**config.mk**
```make
export PLATFORM = sky130hd
export DESIGN_NAME = lfs_supervisor
export DESIGN_NICKNAME = d
export VERILOG_FILES = /design/src/logic/lfs_pkg.sv /design/src/logic/lfs_sync.sv /design/src/logic/lfs_supervisor.sv
export SDC_FILE = /design/constraint.sdc
export NUM_CORES = 1
export LEC_CHECK = 0
export ABC_AREA = 0
export BUFFER_PORTS_ARGS = -buffer_cell sky130_fd_sc_hd__buf_4
export CAP_MARGIN = 40
export CORE_MARGIN = 1.5
export CORE_UTILIZATION = 40
export CTS_CLUSTER_DIAMETER = 60
export DETAILED_ROUTE_END_ITERATION = 8
export GPL_TIMING_DRIVEN = 0
export PLACE_DENSITY = 0.55
export SLEW_MARGIN = 15
export SYNTH_ARGS = -nofsm -noshare
export SYNTH_HDL_FRONTEND = slang
export SYNTH_SLANG_ARGS = --single-unit
```
**constraint.sdc**
```tcl
create_clock -name ref_clk_in -period 3.75 [get_ports ref_clk_in]
set_clock_uncertainty 0.05 [all_clocks]
set_input_delay 0.375 -clock ref_clk_in [delete_from_list [all_inputs] [get_ports ref_clk_in]]
set_output_delay 0.375 -clock ref_clk_in [all_outputs]
set_load 0.01 [all_outputs]
```
**src/logic/lfs_pkg.sv**
```systemverilog
package lfs_pkg;
  ////////////////////////////////////////////////////////////////////////////
  // command codes of the serial register map
  localparam logic [7:0]  CMD_BIAS_LIMIT   = 8'h11;
  localparam logic [7:0]  CMD_FAULT_STATUS = 8'h12;
  // serial slave address, arbitrary value
  localparam logic [6:0]  DEV_ADDR         = 7'h2A;

  ////////////////////////////////////////////////////////////////////////////
  // fault status field positions
  localparam int unsigned BIT_READY   = 10;
  localparam int unsigned BIT_TX_EN   = 9;
  localparam int unsigned BIT_EN_PIN  = 8;
  localparam int unsigned BIT_TWICE   = 7;
  localparam int unsigned BIT_ONCE    = 6;
  localparam int unsigned BIT_FAULTED = 5;
  localparam int unsigned COR_W       = 5;
  localparam int unsigned BIAS_W      = 7;

  ////////////////////////////////////////////////////////////////////////////
  // reset values
  localparam logic [15:0] STATUS_RESET     = 16'h0070;
  localparam logic [4:0]  COR_RESET        = 5'h10;
  localparam logic [6:0]  BIAS_LIMIT_RESET = 7'h00;

  ////////////////////////////////////////////////////////////////////////////
  // repeat-fault window timing
  localparam int unsigned CLK_HZ        = 100_000_000;
  localparam int unsigned WINDOW_MS     = 25;
  localparam int unsigned WINDOW_CYCLES = WINDOW_MS * (CLK_HZ / 1000);

  ////////////////////////////////////////////////////////////////////////////
  // serial slave states, gray along the write path
  typedef enum logic [2:0] {
    LFS_IDLE = 3'b000,
    LFS_ADDR = 3'b001,
    LFS_CMD  = 3'b011,
    LFS_WR   = 3'b010,
    LFS_RD   = 3'b110
  } lfs_state_t;
endpackage : lfs_pkg

```
**src/logic/lfs_sync.sv**
```systemverilog
`timescale 1ns/1ps
module lfs_sync #(
  parameter int unsigned WIDTH = 1
) (
  // clock
  input  wire logic             ref_clk_in,
  // asynchronous levels
  input  wire logic [WIDTH-1:0] async_in,
  // synchronised levels
  output logic      [WIDTH-1:0] sync_out
);
  logic [WIDTH-1:0] meta_ff;

  // two-stage synchroniser, no reset so pin levels show from power-on
  always_ff @(posedge ref_clk_in) begin
    meta_ff  <= async_in;
    sync_out <= meta_ff;
  end
endmodule : lfs_sync

```
**src/logic/lfs_supervisor.sv**
```systemverilog
// What this block does
// - ready bit on settled currents, fault clears
// - enabled bit needs pin, soft enable, no fault
// - bit 8 mirrors synchronised enable pin
// - second fault in window locks out forever
// - first-fault flag set when transmitter disabled
// - quiet window after re-enable clears first-fault
// - any fault sets faulted bit
// - undervoltage set at power-up, clears on full status read
// - failed memory load sets bit 3
// - overpower only in closed loop, when enabled
// - underpower only in closed loop, when enabled
// - bias above limit sets overcurrent when enabled
// - auto shutdown stops laser on fault
// - bias limit is seven-bit own register
// - enable bits gate fault recording
`timescale 1ns/1ps
module lfs_supervisor #(
  parameter int unsigned WINDOW_CYCLES = lfs_pkg::WINDOW_CYCLES,
  parameter logic [6:0]  DEV_ADDR      = lfs_pkg::DEV_ADDR
) (
  // clock and reset
  input  wire logic        ref_clk_in,
  input  wire logic        rst_n_in,
  // serial bus pins
  input  wire logic        scl_in,
  input  wire logic        sda_in,
  output logic             sda_out,
  output logic             sda_oe_out,
  // enable pin and configuration
  input  wire logic        en_pin_in,
  input  wire logic        soft_en_in,
  input  wire logic        auto_shutdn_en_in,
  input  wire logic        rep_flt_inhibit_in,
  input  wire logic        closed_loop_power_mode_in,
  input  wire logic        over_pwr_en_in,
  input  wire logic        under_pwr_en_in,
  input  wire logic        over_current_en_in,
  // fault sources
  input  wire logic        uv_event_in,
  input  wire logic        mem_load_fail_in,
  input  wire logic        md_over_in,
  input  wire logic        md_under_in,
  input  wire logic [6:0]  bias_current_in,
  input  wire logic        currents_settled_in,
  // transmitter control and status
  output logic             tx_drive_out,
  output logic [15:0]      status_out
);
  localparam int unsigned WIN_W = $clog2(WINDOW_CYCLES + 1);
  localparam logic [WIN_W-1:0] WIN_LAST = WIN_W'(WINDOW_CYCLES - 1);

  ////////////////////////////////////////////////////////////////////////////
  // pin synchronisers and edge detect
  logic [2:0] pins_s;
  logic       scl_s, sda_s, en_s, scl_q_ff, sda_q_ff;
  logic       scl_rise, scl_fall, bus_start, bus_stop;

  lfs_sync #(.WIDTH(3)) u_sync (
    .ref_clk_in (ref_clk_in),
    .async_in   ({en_pin_in, sda_in, scl_in}),
    .sync_out   (pins_s)
  );
  assign scl_s = pins_s[0];
  assign sda_s = pins_s[1];
  assign en_s  = pins_s[2];

  // previous bus levels
  always_ff @(posedge ref_clk_in) begin
    if (!rst_n_in) begin
      scl_q_ff <= 1'b1;
      sda_q_ff <= 1'b1;
    end else begin
      scl_q_ff <= scl_s;
      sda_q_ff <= sda_s;
    end
  end
  assign scl_rise  = scl_s & ~scl_q_ff;
  assign scl_fall  = ~scl_s & scl_q_ff;
  assign bus_start = scl_s & scl_q_ff & sda_q_ff & ~sda_s;
  assign bus_stop  = scl_s & scl_q_ff & ~sda_q_ff & sda_s;
  assign sda_out   = 1'b0; // open drain, only pulls low

  // bit of a word sent on the bus, low byte first, msb first
  function automatic logic word_bit(input logic [15:0] w, input logic idx, input logic [3:0] cnt);
    word_bit = w[{idx, 3'd7 - cnt[2:0]}];
  endfunction : word_bit

  ////////////////////////////////////////////////////////////////////////////
  // fault supervision state
  logic [15:0]      status_ff, nxt_status;
  logic [4:0]       cor_ff, nxt_cor, cor_clr, set_vec;
  logic             faulted_ff, nxt_faulted, once_ff, nxt_once, twice_ff, nxt_twice;
  logic             win_act_ff, nxt_win_act, tx_req_q_ff, tx_drive_ff, nxt_drive;
  logic [WIN_W-1:0] win_cnt_ff, nxt_win_cnt;
  logic [6:0]       limit_ff, nxt_limit;
  logic             tx_req, fault_evt, nxt_txen, nxt_ready;

  // fault detection, faulted state, lockout window
  always_comb begin
    tx_req     = en_s & soft_en_in;
    set_vec[4] = uv_event_in;
    set_vec[3] = mem_load_fail_in;
    set_vec[2] = closed_loop_power_mode_in & over_pwr_en_in & md_over_in;
    set_vec[1] = closed_loop_power_mode_in & under_pwr_en_in & md_under_in;
    set_vec[0] = over_current_en_in & (bias_current_in > limit_ff);
    fault_evt  = |set_vec;
    nxt_cor     = (cor_ff & ~cor_clr) | set_vec;
    nxt_faulted = fault_evt ? 1'b1 : (tx_req ? faulted_ff : 1'b0);
    nxt_once    = once_ff;
    nxt_twice   = twice_ff;
    nxt_win_act = win_act_ff;
    nxt_win_cnt = win_cnt_ff;
    if (rep_flt_inhibit_in && faulted_ff && !tx_req) begin
      nxt_once = 1'b1;
    end
    if (tx_req && !tx_req_q_ff && once_ff) begin
      nxt_win_act = rep_flt_inhibit_in;
      nxt_win_cnt = '0;
      nxt_once    = rep_flt_inhibit_in;
    end else if (win_act_ff) begin
      if (!tx_req) begin
        nxt_win_act = 1'b0;
      end else if (fault_evt) begin
        nxt_twice   = 1'b1;
        nxt_win_act = 1'b0;
      end else if (win_cnt_ff == WIN_LAST) begin
        nxt_once    = 1'b0;
        nxt_win_act = 1'b0;
      end else begin
        nxt_win_cnt = win_cnt_ff + 1'b1;
      end
    end
    nxt_drive = tx_req & ~twice_ff & ~nxt_twice & ~(auto_shutdn_en_in & nxt_faulted);
    nxt_txen  = tx_req & ~nxt_faulted & ~nxt_twice;
    nxt_ready = currents_settled_in & nxt_txen;
    nxt_status              = '0;
    nxt_status[4:0]         = nxt_cor;
    nxt_status[lfs_pkg::BIT_FAULTED] = nxt_faulted;
    nxt_status[lfs_pkg::BIT_ONCE]    = nxt_once;
    nxt_status[lfs_pkg::BIT_TWICE]   = nxt_twice;
    nxt_status[lfs_pkg::BIT_EN_PIN]  = en_s;
    nxt_status[lfs_pkg::BIT_TX_EN]   = nxt_txen;
    nxt_status[lfs_pkg::BIT_READY]   = nxt_ready;
  end

  // fault supervision registers
  always_ff @(posedge ref_clk_in) begin
    if (!rst_n_in) begin
      status_ff   <= lfs_pkg::STATUS_RESET;
      cor_ff      <= lfs_pkg::COR_RESET;
      faulted_ff  <= 1'b1;
      once_ff     <= 1'b1;
      twice_ff    <= 1'b0;
      win_act_ff  <= 1'b0;
      win_cnt_ff  <= '0;
      tx_req_q_ff <= 1'b0;
      tx_drive_ff <= 1'b0;
    end else begin
      status_ff   <= nxt_status;
      cor_ff      <= nxt_cor;
      faulted_ff  <= nxt_faulted;
      once_ff     <= nxt_once;
      twice_ff    <= nxt_twice;
      win_act_ff  <= nxt_win_act;
      win_cnt_ff  <= nxt_win_cnt;
      tx_req_q_ff <= tx_req;
      tx_drive_ff <= nxt_drive;
    end
  end
  assign tx_drive_out = tx_drive_ff;
  assign status_out   = {status_ff[15:9], en_s, status_ff[7:0]};

  ////////////////////////////////////////////////////////////////////////////
  // serial register slave
  lfs_pkg::lfs_state_t state_ff, nxt_state;
  logic [3:0]  bit_cnt_ff, nxt_bit_cnt;
  logic [7:0]  shift_ff, nxt_shift, cmd_ff, nxt_cmd, lo_ff, nxt_lo;
  logic [15:0] tx_ff, nxt_tx;
  logic [4:0]  snap_ff, nxt_snap;
  logic        ack_ff, nxt_ack, idx_ff, nxt_idx, nack_ff, nxt_nack, sda_oe_ff, nxt_oe;

  // byte framing, acknowledge, word read and write
  always_comb begin
    nxt_state = state_ff;  nxt_bit_cnt = bit_cnt_ff; nxt_shift = shift_ff;
    nxt_cmd   = cmd_ff;    nxt_lo      = lo_ff;      nxt_tx    = tx_ff;
    nxt_snap  = snap_ff & ~set_vec; // fresh events drop out of the pending clear
    nxt_ack     = ack_ff;     nxt_idx   = idx_ff;
    nxt_nack  = nack_ff;   nxt_oe      = sda_oe_ff;  nxt_limit = limit_ff;
    cor_clr   = '0;
    if (bus_start) begin
      nxt_state = lfs_pkg::LFS_ADDR;
      nxt_bit_cnt = '0;
      nxt_ack = 1'b0;
      nxt_oe = 1'b0;
    end else if (bus_stop) begin
      nxt_state = lfs_pkg::LFS_IDLE;
      nxt_ack = 1'b0;
      nxt_oe = 1'b0;
    end else if (state_ff != lfs_pkg::LFS_IDLE) begin
      if (scl_rise) begin
        if (!ack_ff) begin
          nxt_shift   = {shift_ff[6:0], sda_s};
          nxt_bit_cnt = bit_cnt_ff + 4'h1;
        end else begin
          nxt_nack = sda_s; // master acknowledge of a read byte
        end
      end else if (scl_fall) begin
        if (!ack_ff && bit_cnt_ff == 4'h8) begin
          nxt_ack = 1'b1;
          if (state_ff == lfs_pkg::LFS_ADDR) begin
            nxt_oe = (shift_ff[7:1] == DEV_ADDR);
          end else begin
            nxt_oe = (state_ff != lfs_pkg::LFS_RD);
          end
        end else if (ack_ff) begin
          nxt_ack = 1'b0;
          nxt_bit_cnt = '0;
          nxt_oe = 1'b0;
          case (state_ff)
            lfs_pkg::LFS_ADDR: begin
              nxt_idx = 1'b0;
              if (shift_ff[7:1] != DEV_ADDR) begin
                nxt_state = lfs_pkg::LFS_IDLE;
              end else if (shift_ff[0]) begin
                nxt_state = lfs_pkg::LFS_RD;
                nxt_snap  = status_ff[4:0] & ~set_vec;
                if (cmd_ff == lfs_pkg::CMD_FAULT_STATUS) begin
                  nxt_tx = status_ff;
                end else if (cmd_ff == lfs_pkg::CMD_BIAS_LIMIT) begin
                  nxt_tx = {9'h000, limit_ff};
                end else begin
                  nxt_tx = 16'h0000;
                end
              end else begin
                nxt_state = lfs_pkg::LFS_CMD;
              end
            end
            lfs_pkg::LFS_CMD: begin
              nxt_cmd = shift_ff;
              nxt_state = lfs_pkg::LFS_WR;
              nxt_idx = 1'b0;
            end
            lfs_pkg::LFS_WR: begin
              if (!idx_ff) begin
                nxt_lo = shift_ff;
                nxt_idx = 1'b1;
              end else begin
                if (cmd_ff == lfs_pkg::CMD_BIAS_LIMIT) begin
                  nxt_limit = lo_ff[6:0];
                end
                nxt_state = lfs_pkg::LFS_IDLE;
              end
            end
            lfs_pkg::LFS_RD: begin
              if (nack_ff || idx_ff) begin
                nxt_state = lfs_pkg::LFS_IDLE;
                if (idx_ff && cmd_ff == lfs_pkg::CMD_FAULT_STATUS) begin
                  cor_clr = snap_ff;
                end
              end else begin
                nxt_idx = 1'b1;
              end
            end
            default: nxt_state = lfs_pkg::LFS_IDLE;
          endcase
          if (nxt_state == lfs_pkg::LFS_RD) begin
            nxt_oe = ~word_bit(nxt_tx, nxt_idx, 4'h0);
          end
        end else if (state_ff == lfs_pkg::LFS_RD) begin
          nxt_oe = ~word_bit(tx_ff, idx_ff, bit_cnt_ff);
        end
      end
    end
  end

  // serial slave registers
  always_ff @(posedge ref_clk_in) begin
    if (!rst_n_in) begin
      state_ff <= lfs_pkg::LFS_IDLE; bit_cnt_ff <= '0; shift_ff <= '0;
      cmd_ff   <= '0; lo_ff <= '0; tx_ff <= '0; snap_ff <= '0;
      ack_ff   <= 1'b0; idx_ff <= 1'b0; nack_ff <= 1'b0; sda_oe_ff <= 1'b0;
      limit_ff <= lfs_pkg::BIAS_LIMIT_RESET;
    end else begin
      state_ff <= nxt_state; bit_cnt_ff <= nxt_bit_cnt; shift_ff <= nxt_shift;
      cmd_ff   <= nxt_cmd; lo_ff <= nxt_lo; tx_ff <= nxt_tx; snap_ff <= nxt_snap;
      ack_ff   <= nxt_ack; idx_ff <= nxt_idx; nack_ff <= nxt_nack; sda_oe_ff <= nxt_oe;
      limit_ff <= nxt_limit;
    end
  end
  assign sda_oe_out = sda_oe_ff;
endmodule : lfs_supervisor

```
## After elaboration in Yosys (flattened, before gate mapping)

Index checks and enable logic that the tools add are counted.

| cells by class | value |
|---|---|
| equality and inequality tests | 19 |
| mux-type cells | 92 |
| $lt $le $gt $ge | 3 |
| shift operators | 0 |
| multiply operators | 0 |
| reduce and logical (&&, ||, !) cells | 35 |
| divide/modulo/power cells | 0 |
| add/subtract/negate cells | 3 |
| bitwise logic cells | 45 |

Operator list:

| operator | count |
|---|---|
| 2-to-1 mux 16 bit | 11 |
| 2-to-1 mux 5 bit | 20 |
| 2-to-1 mux 1 bit | 41 |
| 2-to-1 mux 3 bit | 11 |
| adder 22 x 1 -> 22 bit (second input constant) | 1 |
| == test 22 bit (second input constant) | 1 |
| bitwise AND 1 bit | 20 |
| 2-to-1 mux 4 bit | 5 |
| AND reduction 10 bit | 2 |
| AND reduction 5 bit | 4 |
| NOT 1 bit | 19 |
| == test 8 x 5 -> 1 bit (second input constant) | 2 |
| bitwise AND 5 bit | 3 |
| nonzero test 3 bit | 5 |
| one-hot mux 3 bit (4 select lines) | 1 |
| less-than comparator 4 x 5 -> 1 bit (second input constant) | 2 |
| NOT 5 bit | 2 |
| AND reduction 9 bit | 1 |
| inequality test 8 x 6 -> 1 bit (second input constant) | 1 |
| inequality test 8 x 7 -> 1 bit (second input constant) | 1 |
| inequality test 8 bit (second input constant) | 1 |
| AND reduction 4 bit | 2 |
| AND reduction 8 bit | 1 |
| == test 7 x 6 -> 1 bit (second input constant) | 1 |
| other kinds (25) | 39 |

| word-level totals | value |
|---|---|
| latch bits | 0 |
| memory bits (read-only) | 0 |
| register bits | 119 |
| memories kept | 0 |
| RAM bits | 0 |
| logic and storage cells | 225 |

## Logic depth before layout (Yosys ltp)

| depth | value |
|---|---|
| depth after elaboration | 19 |
| gate-level depth with buffers | 9 |
| mapped depth without buffers | 7 |

## Modules after synthesis

Synthesis repeated with hierarchy kept, for this count alone.

| unflattened totals | value |
|---|---|
| cell total of the unflattened synthesis | 576 |
| area total of the unflattened synthesis | 5109.9 µm² |

By module, submodules not included:

| module | cells each | instances | area an instance (µm²) |
|---|---|---|---|
| lfs_supervisor | 570 | 1 | 4989.8 |
| lfs_sync | 6 | 1 | 120.1 |

## Least setup slack after synthesis

Ideal clock, no wire load.

| timing path | value |
|---|---|
| path kind | in2reg |
| start point | in bias_current_in[2] |
| end point | reg win_cnt_ff[12] |
| data required time | 3.565 ns |
| data arrival time | 1.961 ns |
| cell stages on the path | 8 |
| path slack | 1.603 ns |
| path through | ha_1 > a21oi_1 > a21oi_1 > o221a_2 > clkbuf_1 > clkbuf_1 > o311ai_0 > o41ai_1 |

| on the way | value |
|---|---|
| word-level cells in the longest chain between the ends | 5 |

Ends and longest elaborated chain:

| element | line | RTL |
|---|---|---|
| start: declaration | lfs_supervisor.sv:44 | `input wire logic [6:0] bias_current_in,` |
| greater-than comparator 7 bit | lfs_supervisor.sv:106 | `set_vec[0] = over_current_en_in & (bias_current_in > limit_ff);` |
| bitwise AND 1 bit | lfs_supervisor.sv:106 |  |
| OR reduction 5 bit | lfs_supervisor.sv:107 | `fault_evt = \|set_vec;` |
| NOT 1 bit (no line) | - |  |
| AND reduction 4 bit (no line) | - |  |
| end signal: assignment | lfs_supervisor.sv:166 | `win_cnt_ff <= nxt_win_cnt;` |
| end: declaration | lfs_supervisor.sv:95 | `logic [WIN_W-1:0] win_cnt_ff, nxt_win_cnt;` |

No other way between the ends.
A chain may end at the register's enable or synchronous reset.

## Worst setup path after layout

| timing path | value |
|---|---|
| start point | reg limit_ff[6] |
| end point | reg win_cnt_ff[12] |

| on the way | value |
|---|---|
| word-level cells in the longest chain between the ends | 5 |

Ends and longest elaborated chain:

| element | line | RTL |
|---|---|---|
| start: declaration | lfs_supervisor.sv:96 | `logic [6:0] limit_ff, nxt_limit;` |
| start signal: assignment | lfs_supervisor.sv:283 | `limit_ff <= lfs_pkg::BIAS_LIMIT_RESET;` |
| start signal: assignment | lfs_supervisor.sv:288 | `limit_ff <= nxt_limit;` |
| greater-than comparator 7 bit | lfs_supervisor.sv:106 |  |
| bitwise AND 1 bit | lfs_supervisor.sv:106 |  |
| OR reduction 5 bit | lfs_supervisor.sv:107 |  |
| NOT 1 bit (no line) | - |  |
| AND reduction 4 bit (no line) | - |  |

No other way between the ends.

==> results.cfg <==
[yosys]
synth_compound_gate_area_share = 0.1202
ys_ff_latch = 102
synth_mux_area_frac = 0.1119
synth_area_leaders = dfxtp_1 (40%), mux2i_1 (10%), nand2_1 (4.5%)
yosysWarningCount = 0
synth_top_area_frac = 0.3971
synth_area_mm2 = 0.005142
synth_most_common_cell = dfxtp_1
synthXorXnorAreaFrac = 0.001703
yosysTopAreaCell = dfxtp_1
synth-simple-area-share = 0.2667
synthTopCellsByCount = dfxtp_1 (102), nand2_1 (61), nor2_1 (61)
synth-adder-area-share = 0.03650
syn_inst = 594
synth_cell_type_count = 64
synth_edf_count = 0
ys_seq_area_frac = 0.3971
synthArstFlopShare = 0
synth_top_family_by_area = simple AND/OR/NAND/NOR gates
synth_area_per_cell_um2 = 8.657
synth_flop_cell = dfxtp_1

[worst_setup_path]
r2r_cells = 9
worst_setup_path_start_kind = flop
cp_common_cell = clkbuf_1
path_depth = 9
r2r_end = win_cnt_ff[12]
cp_max_fo = 10
cp-startpoint = limit_ff[6]
crit_type = reg2reg
timing.rr.start = limit_ff[6]
worst_path_largest_cell_delay_ns = 0.43
reg2reg_setup_slack_ns = 0.93
cp.arrival_ns = 3.03
crit_end = win_cnt_ff[12]
crit_path_end_kind = flop
cp.required_ns = 3.96
cpLargestDelayFamily = buffers and inverters
cp_num_buf_inv = 3
cp_slowest_cell = clkbuf_1
path_cells = inv_1 -> ha_1 -> nand4_1 -> a21oi_1 -> o221a_2 -> clkbuf_1 -> clkbuf_1 -> o311ai_0 -> o41ai_1

[timing]
setup_viol = 0
finalSetupTns_ns = 0
fmax_ghz = 0.3542
finalHoldViolCount = 0
slew-limit-headroom = 0.4383
fin_crit_ns = 2.823
fin_ws_ns = 0.9268
period_share = 0.7529
worst_pin_slew_ns = 0.8313
finalMaxSlewViolations = 0
rsz0062_at_grt = no

[layout]
diodes = 0
fillCellCount = 1235
nNetsFinal = 686
drive_gt1_frac = 0.1626
final_cell_count_no_fill = 824
area_growth_pct = 15.89

[die]
die_width_um = 116.4
start_util = 0.4092
rows = 41
die_area_mm2 = 0.01355
chipHeight_um = 116.4
num_io_pins = 43
core_area_mm2 = 0.01257

[clocking]
hold_buffers = 0
tritoncts = built
cts_num_sinks = 102
clk_pin_slew_worst_paths_ns = 0.08
ctsResizeCount = 0
clk-insertion-delay-late_ns = 0.36
postCtsSetupRepairBufs = 0
cts_buffers = 9
h-tree-depth = 3
cts-root-buf = clkbuf_16
cts_buffer_depth = 2

[placed_design]
post-place-cells = 808
io_buffers = 36
place_congestion = 0.8608
pre_cts_ws_ns = 0.9398
dp_hpwl_um = 9982

[routing]
via_count = 4496
detail_route.iter0.violations = 318
drt-pass1-iter-count = 5
wl_per_cell_um = 16.25
drtAntennaViolNets = 0
wirelength_um = 13390
drc = 0
vias_per_cell = 5.456

[global_route]
grt_max_degree = 20
globalRouteTotalUtil = 0.2088
first_global_vias = 4171
grt_pass1_wl_um = 21820
antenna_found_initial = 0
grt-ovfl-total = 0

[power]
p_leak_uw = 0.002202
p_per_area_mw_per_mm2 = 371.1
ir_drop_uv = 345.7

[outcome]
outcome = complete, no violations

[hold_path]
holdCritPathClass = in2reg
min_path_cells = 1

[job]
cap_violations = 0
## worst reg2reg max path: cells and delay by family (launching register included)
| kind | cells | cell delay, ns |
|---|---|---|
| compound gates | 4 | 0.88 |
| flops | 1 | 0.40 |
| buf+inv | 3 | 0.90 |
| fa+ha+maj | 1 | 0.31 |
| simple gates | 1 | 0.18 |
## cell type report
| cell class | count | area (um^2) | area share |
|---|---|---|---|
| tap | 172 | 215.2 | 0.03611 |
| buffer | 52 | 279.0 | 0.04682 |
| clock buffer | 10 | 239.0 | 0.04010 |
| timing repair buffer | 37 | 277.8 | 0.04661 |
| multi-input combinational | 430 | 2784 | 0.4671 |
| sequential | 102 | 2042 | 0.3426 |
| inverter | 15 | 56.30 | 0.009448 |
| clock inverter | 6 | 66.31 | 0.01113 |
## routing by layer
| layer | share of wire | global-route usage | wire length (um) | up-vias |
|---|---|---|---|---|
| li1 | - | - | - | 2229 |
| met2 | 0.43 | 0.3141 | 5767 | 112 |
| met5 | 0 | 0 | 0 | - |
| met1 | 0.51 | 0.3041 | 6779 | 2141 |
| met3 | 0.052 | 0.04930 | 699 | 14 |
| met4 | 0.011 | 0.04553 | 145 | 0 |
## worst min-delay path by stage
stage                           start            endpoint  slack (ns)
detailed placement  u_sync.meta_ff[0]  u_sync.sync_out[0]        0.27
global route                en_pin_in   u_sync.meta_ff[2]        0.06
finish                      en_pin_in   u_sync.meta_ff[2]        0.07
floorplan           u_sync.meta_ff[0]  u_sync.sync_out[0]        0.26
CTS                         en_pin_in   u_sync.meta_ff[2]        0.06
global placement    u_sync.meta_ff[2]  u_sync.sync_out[2]        0.26
## placed cells by master, fill, tap and decap left out, types with 8 or more instances in the layout
cell type / synthesis / final
inv_1: 14 / 14
o21ai_0: 12 / 12
nand3_1: 19 / 19
dfxtp_1: 102 / 102
ha_1: 15 / 15
nand4_1: 17 / 17
or2_2: 15 / 15
mux2i_1: 53 / 53
a211oi_1: 8 / 8
clkbuf_1: 27 / 27
a21oi_1: 31 / 31
nor2_1: 61 / 61
nor4_1: 10 / 10
and3_1: 11 / 11
buf_4: 18 / 55
nand2_1: 61 / 61
nor3_1: 15 / 15
clkbuf_16: 0 / 9
## cell families after synthesis
family / count (synthesis)
compound gates: 92
other cells: 1
xor+xnor: 1
mux: 55
fa+ha+maj: 15
simple gates: 261
buf+inv: 67
flops: 102
## per-stage QoR
step / util / area [um^2] / hold WS, ns / total power [uW]
finish: 0.4742 / 5959 / 0.06595 / 2211
floorplan: - / 5161 / 0.2596 / 1221
global route: 0.4742 / 5959 / 0.05525 / 2293
detailed placement: 0.4499 / 5654 / 0.2654 / 1288
global placement: 0.4493 / 5647 / 0.2610 / 1285
CTS: 0.4742 / 5959 / 0.05517 / 2233
## power by group
group | switching (uW) | internal [uW] | total (uW)
clock | 461 | 486 | 948
sequential | 11.8 | 1090 | 1110
combinational | 91.9 | 66.4 | 158
## flip-flops by register name, indices dropped and copies added, names as in the netlist, 4 cells and up
name and count:
win_cnt_ff 22, tx_ff 12, status_ff 11, cmd_ff 8
shift_ff 8, limit_ff 7, lo_ff 7, snap_ff 5
bit_cnt_ff 4
No activity file was read; power rests on OpenSTA's default activity.
